### src/design/sio_pkg.sv
// Shared constants for the serial channel interrupt block
package sir_pkg;
	// Status flag bit positions
	localparam int RX_FULL_BIT    = 0;
	localparam int TX_EMPTY_BIT   = 1;
	localparam int RX_OVERRUN_BIT = 2;
	localparam int TX_OVERRUN_BIT = 3;
	localparam int FLAG_W         = 4;
	// Reset value of the status flags: only transmit empty set
	localparam logic [3:0] STATUS_RESET = 4'h2;
	// Request priority codes, 0 is highest
	localparam logic [1:0] PRI_RX_OVERRUN = 2'h0;
	localparam logic [1:0] PRI_TX_OVERRUN = 2'h1;
	localparam logic [1:0] PRI_RX_FULL    = 2'h2;
	localparam logic [1:0] PRI_TX_EMPTY   = 2'h3;
	// Framing modes
	typedef enum logic {FRAME_CONTINUOUS, FRAME_INTERVAL} sir_frame_type;
endpackage

### src/design/sio_flag_if.sv
`timescale 1ns/1ps
// Flags and enables passed to the request encoder
interface sir_flag_if;
	logic [3:0] flags;
	logic       rx_en;
	logic       tx_en;
	logic [3:0] req;
	logic       any;
	logic [1:0] top;
	modport src (output flags, output rx_en, output tx_en, input req, input any, input top);
	modport enc (input flags, input rx_en, input tx_en, output req, output any, output top);
endinterface

### src/design/sio_irq.sv
`timescale 1ns/1ps
// Operation
// - Four separate request outputs per channel
// - Data requests gated by enable bits
// - Overrun requests never gated
// - Receive full flag raises its request
// - Transmit empty flag raises its request
// - Receive overrun flag raises its request
// - Transmit overrun flag raises its request
// - Priority: rx overrun, tx overrun, rx full, tx empty
// - Sync enable: 1 interval, 0 continuous
// - Both start sources with both modes
// - Receive complete sets receive full flag
// - Load, transmit disable or reset set empty
// - Receive while still full sets overrun
// - Transmit start while empty sets overrun
module sir_irq (
	input  wire logic       sys_clk_in,
	input  wire logic       rst_n_in,
	input  wire logic       clk_en_in,
	input  wire logic       receive_irq_enable_in,
	input  wire logic       transmit_irq_enable_in,
	input  wire logic       receive_enable_in,
	input  wire logic       transmit_enable_in,
	input  wire logic       sync_every_word_in,
	input  wire logic       transmit_start_source_in,
	input  wire logic       rx_done_in,
	input  wire logic       tx_load_in,
	input  wire logic       tx_start_in,
	input  wire logic [3:0] flag_clear_in,
	output logic [3:0]      status_out,
	output logic            receive_full_request_out,
	output logic            transmit_empty_request_out,
	output logic            receive_overrun_request_out,
	output logic            transmit_overrun_request_out,
	output logic            request_any_out,
	output logic [1:0]      request_top_out,
	output logic            interval_mode_out,
	output logic            start_internal_out
);
	logic [3:0] flags_q;
	logic [3:0] flags_d;
	logic       mode_q;
	logic       src_q;
	wire        set_rx_full;
	wire        set_tx_empty;
	wire        set_rx_ovr;
	wire        set_tx_ovr;
	wire        clr_rx_full;
	wire        tx_dis_edge;
	logic       tx_en_q;
	sir_flag_if fi ();

	assign set_rx_full  = rx_done_in & receive_enable_in;
	assign set_rx_ovr   = set_rx_full & flags_q[sir_pkg::RX_FULL_BIT];
	assign tx_dis_edge  = tx_en_q & ~transmit_enable_in;
	assign set_tx_empty = tx_load_in | tx_dis_edge;
	assign set_tx_ovr   = tx_start_in & transmit_enable_in & flags_q[sir_pkg::TX_EMPTY_BIT];
	assign clr_rx_full  = flag_clear_in[sir_pkg::RX_FULL_BIT] | ~receive_enable_in;

	// Next flag values, set wins over clear
	always_comb begin
		flags_d = flags_q;
		if (clr_rx_full) begin
			flags_d[sir_pkg::RX_FULL_BIT] = 1'b0;
		end
		if (set_rx_full) begin
			flags_d[sir_pkg::RX_FULL_BIT] = 1'b1;
		end
		if (flag_clear_in[sir_pkg::TX_EMPTY_BIT]) begin
			flags_d[sir_pkg::TX_EMPTY_BIT] = 1'b0;
		end
		if (set_tx_empty) begin
			flags_d[sir_pkg::TX_EMPTY_BIT] = 1'b1;
		end
		if (flag_clear_in[sir_pkg::RX_OVERRUN_BIT]) begin
			flags_d[sir_pkg::RX_OVERRUN_BIT] = 1'b0;
		end
		if (set_rx_ovr) begin
			flags_d[sir_pkg::RX_OVERRUN_BIT] = 1'b1;
		end
		if (flag_clear_in[sir_pkg::TX_OVERRUN_BIT]) begin
			flags_d[sir_pkg::TX_OVERRUN_BIT] = 1'b0;
		end
		if (set_tx_ovr) begin
			flags_d[sir_pkg::TX_OVERRUN_BIT] = 1'b1;
		end
	end

	// Flag and mode registers
	always_ff @(posedge sys_clk_in or negedge rst_n_in) begin
		if (!rst_n_in) begin
			flags_q <= sir_pkg::STATUS_RESET;
			tx_en_q <= 1'b0;
			mode_q  <= 1'b0;
			src_q   <= 1'b0;
		end else if (clk_en_in) begin
			flags_q <= flags_d;
			tx_en_q <= transmit_enable_in;
			mode_q  <= sync_every_word_in;
			src_q   <= transmit_start_source_in;
		end
	end

	// Encoder hookup
	assign fi.flags = flags_q;
	assign fi.rx_en = receive_irq_enable_in;
	assign fi.tx_en = transmit_irq_enable_in;
	sir_req_enc u_enc (
		.f (fi)
	);

	assign receive_full_request_out     = fi.req[sir_pkg::RX_FULL_BIT];
	assign transmit_empty_request_out   = fi.req[sir_pkg::TX_EMPTY_BIT];
	assign receive_overrun_request_out  = fi.req[sir_pkg::RX_OVERRUN_BIT];
	assign transmit_overrun_request_out = fi.req[sir_pkg::TX_OVERRUN_BIT];
	assign request_any_out   = fi.any;
	assign request_top_out   = fi.top;
	assign status_out        = flags_q;
	assign interval_mode_out = mode_q;
	assign start_internal_out = src_q;

	property p_rx_gate;
		@(posedge sys_clk_in) disable iff (!rst_n_in)
		receive_full_request_out == (flags_q[0] & receive_irq_enable_in);
	endproperty
	a_rx_gate: assert property (p_rx_gate) else $error("rx full gating wrong");
	property p_tx_gate;
		@(posedge sys_clk_in) disable iff (!rst_n_in)
		transmit_empty_request_out == (flags_q[1] & transmit_irq_enable_in);
	endproperty
	a_tx_gate: assert property (p_tx_gate) else $error("tx empty gating wrong");
	property p_ovr;
		@(posedge sys_clk_in) disable iff (!rst_n_in)
		flags_q[2] |-> receive_overrun_request_out;
	endproperty
	a_ovr: assert property (p_ovr) else $error("rx overrun request missing");
	property p_tovr;
		@(posedge sys_clk_in) disable iff (!rst_n_in)
		flags_q[3] |-> transmit_overrun_request_out;
	endproperty
	a_tovr: assert property (p_tovr) else $error("tx overrun request missing");
	property p_rx_set;
		@(posedge sys_clk_in) disable iff (!rst_n_in)
		clk_en_in && set_rx_full |=> flags_q[0];
	endproperty
	a_rx_set: assert property (p_rx_set) else $error("rx full not set");
	property p_rx_ovr;
		@(posedge sys_clk_in) disable iff (!rst_n_in)
		clk_en_in && rx_done_in && receive_enable_in && flags_q[0] |=> flags_q[2];
	endproperty
	a_rx_ovr: assert property (p_rx_ovr) else $error("rx overrun not set");
	property p_tx_dis;
		@(posedge sys_clk_in) disable iff (!rst_n_in)
		clk_en_in && $fell(transmit_enable_in) |=> flags_q[1];
	endproperty
	a_tx_dis: assert property (p_tx_dis) else $error("tx empty not set on disable");
	property p_tx_ovr;
		@(posedge sys_clk_in) disable iff (!rst_n_in)
		clk_en_in && tx_start_in && transmit_enable_in && flags_q[1] |=> flags_q[3];
	endproperty
	a_tx_ovr: assert property (p_tx_ovr) else $error("tx overrun not set");
	property p_pri;
		@(posedge sys_clk_in) disable iff (!rst_n_in)
		receive_overrun_request_out |-> request_top_out == 2'h0;
	endproperty
	a_pri: assert property (p_pri) else $error("priority order wrong");
	property p_level;
		@(posedge sys_clk_in) disable iff (!rst_n_in)
		receive_overrun_request_out && !flag_clear_in[2] && clk_en_in
			|=> receive_overrun_request_out;
	endproperty
	a_level: assert property (p_level) else $error("request dropped early");
	property p_tx_load;
		@(posedge sys_clk_in) disable iff (!rst_n_in)
		clk_en_in && tx_load_in |=> flags_q[sir_pkg::TX_EMPTY_BIT];
	endproperty
	a_tx_load: assert property (p_tx_load) else $error("tx empty not set on load");
	property p_rx_off;
		@(posedge sys_clk_in) disable iff (!rst_n_in)
		clk_en_in && !receive_enable_in |=> !flags_q[sir_pkg::RX_FULL_BIT];
	endproperty
	a_rx_off: assert property (p_rx_off) else $error("rx full kept while disabled");
	property p_rx_req;
		@(posedge sys_clk_in) disable iff (!rst_n_in)
		flags_q[sir_pkg::RX_FULL_BIT] && receive_irq_enable_in |-> receive_full_request_out;
	endproperty
	a_rx_req: assert property (p_rx_req) else $error("rx full request missing");
	property p_tx_req;
		@(posedge sys_clk_in) disable iff (!rst_n_in)
		flags_q[sir_pkg::TX_EMPTY_BIT] && transmit_irq_enable_in |-> transmit_empty_request_out;
	endproperty
	a_tx_req: assert property (p_tx_req) else $error("tx empty request missing");
	property p_pri_tovr;
		@(posedge sys_clk_in) disable iff (!rst_n_in)
		!receive_overrun_request_out && transmit_overrun_request_out
			|-> request_top_out == sir_pkg::PRI_TX_OVERRUN;
	endproperty
	a_pri_tovr: assert property (p_pri_tovr) else $error("tx overrun rank wrong");
	property p_pri_rfull;
		@(posedge sys_clk_in) disable iff (!rst_n_in)
		!receive_overrun_request_out && !transmit_overrun_request_out && receive_full_request_out
			|-> request_top_out == sir_pkg::PRI_RX_FULL;
	endproperty
	a_pri_rfull: assert property (p_pri_rfull) else $error("rx full rank wrong");
	property p_any;
		@(posedge sys_clk_in) disable iff (!rst_n_in)
		request_any_out == (receive_full_request_out | transmit_empty_request_out
			| receive_overrun_request_out | transmit_overrun_request_out);
	endproperty
	a_any: assert property (p_any) else $error("request summary wrong");
	property p_tlevel;
		@(posedge sys_clk_in) disable iff (!rst_n_in)
		transmit_overrun_request_out && !flag_clear_in[sir_pkg::TX_OVERRUN_BIT] && clk_en_in
			|=> transmit_overrun_request_out;
	endproperty
	a_tlevel: assert property (p_tlevel) else $error("tx overrun dropped early");
	property p_freeze;
		@(posedge sys_clk_in) disable iff (!rst_n_in)
		!clk_en_in |=> $stable(flags_q);
	endproperty
	a_freeze: assert property (p_freeze) else $error("flags moved while frozen");
	property p_mode;
		@(posedge sys_clk_in) disable iff (!rst_n_in)
		clk_en_in |=> interval_mode_out == $past(sync_every_word_in);
	endproperty
	a_mode: assert property (p_mode) else $error("framing mode not taken");
	property p_src;
		@(posedge sys_clk_in) disable iff (!rst_n_in)
		clk_en_in |=> start_internal_out == $past(transmit_start_source_in);
	endproperty
	a_src: assert property (p_src) else $error("start source not taken");
endmodule // sir_irq

### src/design/sio_req_enc.sv
`timescale 1ns/1ps
// Gates flags into requests and picks the highest pending one
module sir_req_enc (
	sir_flag_if.enc f
);
	wire rx_full_req;
	wire tx_empty_req;
	assign rx_full_req  = f.flags[sir_pkg::RX_FULL_BIT] & f.rx_en;
	assign tx_empty_req = f.flags[sir_pkg::TX_EMPTY_BIT] & f.tx_en;
	assign f.req = {f.flags[sir_pkg::TX_OVERRUN_BIT], f.flags[sir_pkg::RX_OVERRUN_BIT],
		tx_empty_req, rx_full_req};
	// Any request pending
	assign f.any = |f.req;
	assign f.top = f.req[sir_pkg::RX_OVERRUN_BIT] ? sir_pkg::PRI_RX_OVERRUN :
		f.req[sir_pkg::TX_OVERRUN_BIT] ? sir_pkg::PRI_TX_OVERRUN :
		f.req[sir_pkg::RX_FULL_BIT] ? sir_pkg::PRI_RX_FULL : sir_pkg::PRI_TX_EMPTY;
endmodule // sir_req_enc

### config.mk
export PLATFORM = sky130hd
export DESIGN_NAME = sir_irq
export DESIGN_NICKNAME = d
export VERILOG_FILES = /design/src/design/sio_pkg.sv /design/src/design/sio_flag_if.sv /design/src/design/sio_irq.sv /design/src/design/sio_req_enc.sv
export SDC_FILE = /design/constraint.sdc
export NUM_CORES = 1
export LEC_CHECK = 0
export BUFFER_PORTS_ARGS = -buffer_cell sky130_fd_sc_hd__buf_2
export CORE_AREA = 5 5 42 44
export CTS_CLUSTER_DIAMETER = 50
export DETAILED_ROUTE_END_ITERATION = 12
export DIE_AREA = 0 0 47 49
export PLACE_DENSITY_LB_ADDON = 0.05
export SETUP_SLACK_MARGIN = 0.02
export SYNTH_ARGS = -nofsm -noshare
export SYNTH_HDL_FRONTEND = slang
export SYNTH_SLANG_ARGS = --single-unit
### constraint.sdc
create_clock -name sys_clk_in -period 1.5 [get_ports sys_clk_in]
set_input_delay 0.3 -clock sys_clk_in [delete_from_list [all_inputs] [get_ports sys_clk_in]]
set_output_delay 0.3 -clock sys_clk_in [all_outputs]
set_load 0.02 [all_outputs]
### After elaboration in Yosys (flattened, before gate mapping)

Index checks and enable logic that the tools add are counted.

| word-level totals | value |
|---|---|
| output and inout bits | 13 |
| flip-flop bits (word level) | 7 |
| word-level logic and storage cells | 38 |

| cells by class | value |
|---|---|
| multiplexer cells | 11 |
| reduce and logical (&&, ||, !) cells | 9 |
| bitwise operators | 11 |

Operators with widths:

| kind | count |
|---|---|
| 2-to-1 mux 1 bit | 9 |
| AND reduction 2 bit | 4 |
| nonzero test 2 bit | 4 |
| bitwise AND 1 bit | 7 |
| 2-to-1 mux 2 bit | 2 |
| OR reduction 4 bit | 1 |
| inverter 1 bit | 2 |
| OR 1 bit | 2 |

### Depth between registers and ports, before layout

Gate-level depths: netlist of run 1.

| depth | value |
|---|---|
| depth after elaboration | 5 |
| gate-level depth with buffers | 4 |
| depth with buffers taken out | 3 |

### Modules after synthesis

Synthesis of run 1 repeated with hierarchy kept, for this count alone.

| unflattened totals | value |
|---|---|
| cells, all modules | 37 |
| area, all modules | 369.1 sq um |

Modules (own cells, without submodules):

| module | cells each | area an instance (sq um) | instances |
|---|---|---|---|
| sir_irq | 27 | 304.0 | 1 |
| sir_req_enc | 10 | 65.1 | 1 |

### Worst setup path after synthesis of run 1

Ideal clock, no wire load.

| timing path | value |
|---|---|
| kind | reg2out |
| start | register flags_q[0], in the netlist status_out[0] |
| end | output port request_any_out |
| path slack | 0.042 ns |
| stages on the path, launching flop included | 4 |
| data arrival time | 1.158 ns |
| path through | dfrtp_1 -> nand2_2 -> inv_2 -> or4_4 |

| on the way | value |
|---|---|
| cells in the longest elaborated chain, start to end | 2 |

RTL lines:

| item | RTL line | RTL |
|---|---|---|
| start, declared | sio_irq.sv:41 | `logic [3:0] flags_q;` |
| start signal, assigned | sio_irq.sv:93 | `flags_q <= sir_pkg::STATUS_RESET;` |
| start signal, assigned | sio_irq.sv:98 | `flags_q <= flags_d;` |
| bitwise AND 1 bit | sio_req_enc.sv:8 | `assign rx_full_req = f.flags[sir_pkg::RX_FULL_BIT] & f.rx_en;` |
| net receive_full_request_out | sio_irq.sv:32 | `output logic receive_full_request_out,` |
| OR reduction 4 bit | sio_req_enc.sv:13 | `assign f.any = \|f.req;` |
| end, declared | sio_irq.sv:36 | `output logic request_any_out,` |

The timed path passes the listed nets, and every way through them passes these cells.

### Final worst setup path of run 1

| timing path | value |
|---|---|
| start | register flags_q[1], in the netlist status_out[1] |
| end | output port request_any_out |

| on the way | value |
|---|---|
| cells in the longest elaborated chain, start to end | 2 |

RTL lines:

| item | RTL line | RTL |
|---|---|---|
| bitwise AND 1 bit | sio_req_enc.sv:9 | `assign tx_empty_req = f.flags[sir_pkg::TX_EMPTY_BIT] & f.tx_en;` |
| OR reduction 4 bit | sio_req_enc.sv:13 |  |

No other way between the ends.

==> results.sh, run 1 <==
export IMPL_post_dp_cell_area_um2=514
export IMPL_hold_depth=4
export IMPL_pre_cts_ws_ps=65.1
export IMPL_synth_net_count=52
export IMPL_htree_levels=1
export IMPL_r2r_end="status_out[0]$_DFFE_PN0P_"
export IMPL_fin_crit_ps=1670
export IMPL_fin_crit_sh_pct=112
export IMPL_status="finished with violations"
export IMPL_cellPowerDensity_mw_per_mm2=1090
export IMPL_clk_latency_ps=260
export IMPL_ys_types=17
export IMPL_fmax_ghz=0.598
export IMPL_worst_slew_pin_slew_ps=192
export IMPL_die_w_um=47
export IMPL_cts_buffers=3
export IMPL_wl_per_cell_um=11.1
export IMPL_fillers=154
export IMPL_clkTransAtPathRegs_ps=60
export IMPL_maxSlewHeadroom_pct=87.2
export IMPL_yosysSeqAreaShare_pct=50.2
export IMPL_worst_r2r_path_depth=4
export IMPL_grt_usage_pct=9.08
export IMPL_drt_iter0_drc=7
export IMPL_min_from="flag_clear_in[1]"
export IMPL_post_route_util_pct=40.5
export IMPL_antenna_found_initial=0
export IMPL_start_util_pct=25.1
export IMPL_final_cell_area_um2=568
export IMPL_cap_violations=0
export IMPL_worstSetupPathType="reg2out"
export IMPL_endpoint_kind="output pin"
export IMPL_antenna_cells=0
export IMPL_cts_sinks=7
export IMPL_crit_fanout=2
export IMPL_finalHoldViolations=0
export IMPL_io_pins=29
export IMPL_skew_ps=0.347
export IMPL_r2r_setup_slack_ps=530
export IMPL_worst_slack_ps=-173
export IMPL_ant_nets=0
export IMPL_fp_dieH_um=49
export IMPL_slew_violations=0
export IMPL_ys_ff_latch=7
export IMPL_rsz0062_at_grt="true"
export IMPL_min_path_type="in2reg"
export IMPL_design_die_area_mm2=0.00230
export IMPL_drc=0
export IMPL_start_kind="register"
export IMPL_fp_coreArea_mm2=0.00140
export IMPL_routed_wl_um=956
export IMPL_clockBufferDepth=2
export IMPL_vias=374
export IMPL_numPortBuffers=28
export IMPL_syn_avg_cell_area_um2=9.77
export IMPL_gp_congestion=0.628
export IMPL_grt_pass1_vias=362
export IMPL_cts_tree="built"
export IMPL_grt_pass1_wl_mm=1.48
export IMPL_firstDrtPassIters=3
export IMPL_cts_root_buf="clkbuf_4"
export IMPL_final_nets=87
export IMPL_r2r_start="status_out[0]$_DFFE_PN0P_"
export IMPL_setup_violations=1
export IMPL_area_delta_synth_final_pct=61.6
export IMPL_synthCells=36
export IMPL_drive_above_1_share_pct=60.0
export IMPL_cp_required_ps=1200
export IMPL_row_count=14
export IMPL_cp_arrival_ps=1370
export IMPL_leakage_nw=0.316
export IMPL_yosys_warnings=0
export IMPL_ir_drop_mv=0.540
export IMPL_syn_area_um2=352
export IMPL_viasPerCell=4.35
export IMPL_worst_hold_path_endpoint="status_out[1]$_DFFE_PN1P_"
export IMPL_gr_total_overflow=0
export IMPL_violations="negative setup slack"
export IMPL_grt_max_degree=11
==> cells in the mapped netlist <==
master,instances,area share [%]
o21ai_1,3,4.3
inv_1,1,1.1
inv_2,1,1.1
mux2_1,3,9.6
nor2_1,3,3.2
nand2_2,1,1.8
dfrtp_1,6,43
a32o_1,1,2.8
buf_2,1,1.4
nand4_1,1,1.8
and2_1,2,3.6
nor2b_1,1,1.8
dfstp_2,1,7.5
buf_4,2,4.3
nand2_1,7,7.5
or4_4,1,3.2
nor2b_2,1,2.5
==> cells in the final DEF (no fill, tap or decap), drive strengths merged, types with 2 or more instances in the layout <==
cell type / count
clkbuf: 3
nor2: 3
inv: 2
nor2b: 2
nand2: 8
and2: 2
dfrtp: 6
buf: 32
o21ai: 3
mux2: 3
==> stage by stage <==
step / cells / hold slack [ps] / TNS (ps) / power, mW
floorplan: 36 / 4.41 / 0 / 0.350
global route: 86 / 255 / -200 / 0.665
CTS: 86 / 251 / -178 / 0.633
detailed placement: 80 / 146 / 0 / 0.431
finish: 86 / 255 / -173 / 0.622
global placement: 80 / 142 / 0 / 0.432
==> cells by family after synthesis <==
| family | after synthesis | share of synthesized area (%) |
|---|---|---|
| compound gates | 4 | 7.12 |
| buf+inv | 5 | 7.82 |
| flops | 7 | 50.2 |
| mux | 3 | 9.61 |
| simple gates | 17 | 25.3 |
==> report_power, final <==
part / switching, mW / total, mW / internal, mW
Combinational: 0.119 / 0.218 / 0.0984
Clock: 0.0831 / 0.181 / 0.0982
Sequential: 0.0103 / 0.223 / 0.212
Total: 0.213 / 0.622 / 0.409
==> state kept, by name (all words and copies together), names as in the netlist <==
register	count
start_internal_out	1
tx_en_q	1
interval_mode_out	1
status_out	4
==> final cells by class <==
cell class	count	area, µm²	area share, %
Tap cell	16	20.0	3.52
Sequential cell	7	176	31.1
Timing Repair Buffer	33	186	32.8
Multi-Input combinational cell	24	150	26.4
Inverter	2	7.51	1.32
Clock inverter	1	5.00	0.881
Clock buffer	3	22.5	3.96
==> per-layer routing <==
metal	share of wire, %	wire (µm)	global-route usage, %
met1	36	346	10.1
met2	51	490	14.0
met3	9.3	89	2.21
met4	3.1	30	6.91
met5	0	0	0
==> repair_timing <==
action | CTS | global route
setup buffers | 1 | 0
hold endpoints to repair | 6 | 0
cloned | 0 | 0
hold buffers | 1 | 0
gates resized for setup | 3 | 0
pin swaps | 2 | 0
setup endpoints to repair | 1 | 1
==> worst max-delay path by stage <==
stage	start	to	slack (ps)	cells after the start
after global routing	status_out[1]$_DFFE_PN1P_	request_any_out	-200	3
final	status_out[1]$_DFFE_PN1P_	request_any_out	-170	3
after global placement	receive_irq_enable_in	request_any_out	70	5
after floorplan	status_out[0]$_DFFE_PN0P_	request_any_out	40	3
after detailed placement	receive_irq_enable_in	request_any_out	70	5
after CTS	status_out[1]$_DFFE_PN1P_	request_any_out	-180	3
==> critical path: stages (launching register included) <==
cell,delay [ps]
dfstp_2,370
and2_4,130
or4_4,470
buf_6,140
Power figures use the tool's default switching activity.
==> run 2: changes to the inputs <==
--- a/config.mk
+++ b/config.mk
@@ -11,6 +11,7 @@
 export DETAILED_ROUTE_END_ITERATION = 12
 export DIE_AREA = 0 0 47 49
 export PLACE_DENSITY_LB_ADDON = 0.05
+export RECOVER_POWER = 100
 export SETUP_SLACK_MARGIN = 0.02
 export SYNTH_ARGS = -nofsm -noshare
 export SYNTH_HDL_FRONTEND = slang
==> run 2 against run 1 <==
  * The run still ends with negative setup slack left
  * Clock skew hardly changed
  * Worst setup slack barely moved
  * Hold slack barely moved
  * Highest routed layer unchanged
  * First-iteration DRC count stayed put
  * Sequential cell count stayed put
  * Count of clock-buffer cells in the layout unchanged
  * Critical path depth is the same
  * Routed wire length is 1.0% higher
  * Critical endpoint unchanged
  * Maximum frequency is essentially flat
==> results.sh, run 2 (same netlist as run 1, synthesis figures left out) <==
export IMPL_ir_drop_mv=0.535
export IMPL_worst_slew_pin_slew_ps=392
export IMPL_dp_cells=80
export IMPL_finalSetupTns_ps=-173
export IMPL_numPortBuffers=28
export IMPL_cts_root_buf="clkbuf_4"
export IMPL_pwr_share_seq_pct=36.4
export IMPL_grt_max_degree=11
export IMPL_endpoint_kind="output pin"
export IMPL_r2r_end="status_out[0]$_DFFE_PN0P_"
export IMPL_drive_above_1_share_pct=44.3
export IMPL_r2r_start="status_out[0]$_DFFE_PN0P_"
export IMPL_r2r_setup_slack_ps=500
export IMPL_routed_wl_um=966
export IMPL_fin_crit_sh_pct=112
export IMPL_io_pins=29
export IMPL_gp_congestion=0.628
export IMPL_grt_pass1_wl_mm=1.48
export IMPL_fin_crit_ps=1670
export IMPL_row_count=14
export IMPL_critPathLaunch="status_out[1]$_DFFE_PN1P_"
export IMPL_cp_required_ps=1200
export IMPL_viasPerCell=4.35
export IMPL_leakage_nw=0.281
export IMPL_grt_pass1_vias=362
export IMPL_wl_per_cell_um=11.2
export IMPL_firstDrtPassIters=3
export IMPL_fp_coreArea_mm2=0.00140
export IMPL_status="finished with violations"
export IMPL_ant_nets=0
export IMPL_cts_buffers=3
export IMPL_start_kind="register"
export IMPL_critPathCapture="request_any_out"
export IMPL_p_comb_share_pct=33.9
export IMPL_final_cell_mix="buf_2, clkbuf_1, nand2_1"
export IMPL_grt_usage_pct=9.08
export IMPL_largest_register_ffs=4
export IMPL_clockBufferDepth=2
export IMPL_gr_total_overflow=0
export IMPL_die_w_um=47
export IMPL_multi_input_comb_area_um2=150
export IMPL_slew_violations=0
export IMPL_cts_sinks=7
export IMPL_start_util_pct=25.1
export IMPL_antenna_found_initial=0
export IMPL_switching_power_mw=0.214
export IMPL_final_common_cell="buf_2"
export IMPL_fp_dieH_um=49
export IMPL_internal_power_mw=0.398
export IMPL_cellPowerDensity_mw_per_mm2=1110
export IMPL_worstSetupPathType="reg2out"
export IMPL_vias=374
export IMPL_antenna_cells=0
export IMPL_min_from="flag_clear_in[1]"
export IMPL_cap_violations=0
export IMPL_skew_ps=0.421
export IMPL_min_path_type="in2reg"
export IMPL_drt_iter0_drc=7
export IMPL_switching_share_pct=35.0
export IMPL_finalHoldViolations=0
export IMPL_cp_top_family="simple AND/OR/NAND/NOR gates"
export IMPL_maxSlewHeadroom_pct=73.9
export IMPL_worst_r2r_path_depth=4
export IMPL_crit_fanout=2
export IMPL_regArea_um2=176
export IMPL_crit_path_cell_trace="and2_4 -> or4_4 -> buf_6"
export IMPL_area_delta_synth_final_pct=56.9
export IMPL_setup_violations=1
export IMPL_clk_latency_ps=260
export IMPL_cp_depth=3
export IMPL_cp_arrival_ps=1370
export IMPL_fillers=162
export IMPL_final_instance_count_excl_fill=86
export IMPL_slowest_delay_ps=470
export IMPL_post_route_util_pct=39.4
export IMPL_clockPowerShare_pct=29.6
export IMPL_design_die_area_mm2=0.00230
export IMPL_crit_buf_inv=1
export IMPL_fmax_ghz=0.598
export IMPL_rsz0062_at_grt="true"
export IMPL_clkTransAtPathRegs_ps=60
export IMPL_final_nets=87
export IMPL_drc=0
export IMPL_worst_slack_ps=-173
export IMPL_cts_tree="built"
export IMPL_htree_levels=1
export IMPL_slowest_stage="or4_4"
export IMPL_violations="negative setup slack"
run 2: cell types whose count changed in the layout (fill, tap and decap cells not counted):
cell / delta
buf_2: -12
clkbuf_1: +11
clkbuf_2: +2
buf_4: -1
o21ai_0: +1
o21ai_1: -1
run 2: area by class of cell:
cell class | instances | area share, %
multi-input combinational | 24 | 27.2
clock buffer | 3 | 4.08
tap | 16 | 3.63
sequential | 7 | 32.0
inverter | 2 | 1.36
timing repair buffer | 33 | 30.8
clock inverter | 1 | 0.907
run 2: worst min path at each step:
stage                                     end  slack [ps]  cells after the start
3_5_place_dp   start_internal_out$_DFFE_PN0P_         150                      1
2_1_floorplan   interval_mode_out$_DFFE_PN0P_           4                      0
5_1_grt        start_internal_out$_DFFE_PN0P_         260                      2
4_1_cts         interval_mode_out$_DFFE_PN0P_         250                      2
6_report            status_out[1]$_DFFE_PN1P_         260                      4
3_3_place_gp    interval_mode_out$_DFFE_PN0P_         140                      1
run 2: metal layers:
metal | global-route usage [%] | vias up | part of all wire, %
li1 | - | 185 | -
met1 | 10.1 | 169 | 36
met2 | 14.0 | 17 | 51
met3 | 2.21 | 3 | 9.4
met4 | 6.91 | 0 | 3.1
met5 | 0 | - | 0
run 2: timing repair:
| item | CTS | global route |
|---|---|---|
| endpoints found under the hold margin | 6 | 0 |
| setup endpoints to repair | 1 | 1 |
| hold buffers | 1 | 0 |
| setup buffers | 1 | 0 |
| resized for setup | 3 | 0 |
| pin swaps | 2 | 0 |
run 2: power groups by stage:
| stage | clock [mW] | sequential, mW | combinational (mW) |
|---|---|---|---|
| 2_1_floorplan | 0 | 0.257 | 0.0926 |
| 3_3_place_gp | 0 | 0.228 | 0.204 |
| 3_5_place_dp | 0 | 0.228 | 0.204 |
| 4_1_cts | 0.188 | 0.223 | 0.222 |
| 5_1_grt | 0.202 | 0.226 | 0.228 |
| 6_report | 0.181 | 0.223 | 0.208 |
run 2: per-stage QoR:
stage               hold WS [ps]  cell area, µm²  worst slack (ps)  power (mW)
finish                       255             552              -173       0.612
global route                 255             552              -200       0.656
CTS                          251             568              -178       0.633
detailed placement           146             514              65.1       0.431
global placement             142             514              70.8       0.432
floorplan                   4.41             352              41.9       0.350
run 2: tightest hold or removal path, delay by kind of cell:
kind | cells | cell delay (ps)
buffers and inverters | 1 | 70
and+or+nand+nor | 3 | 140
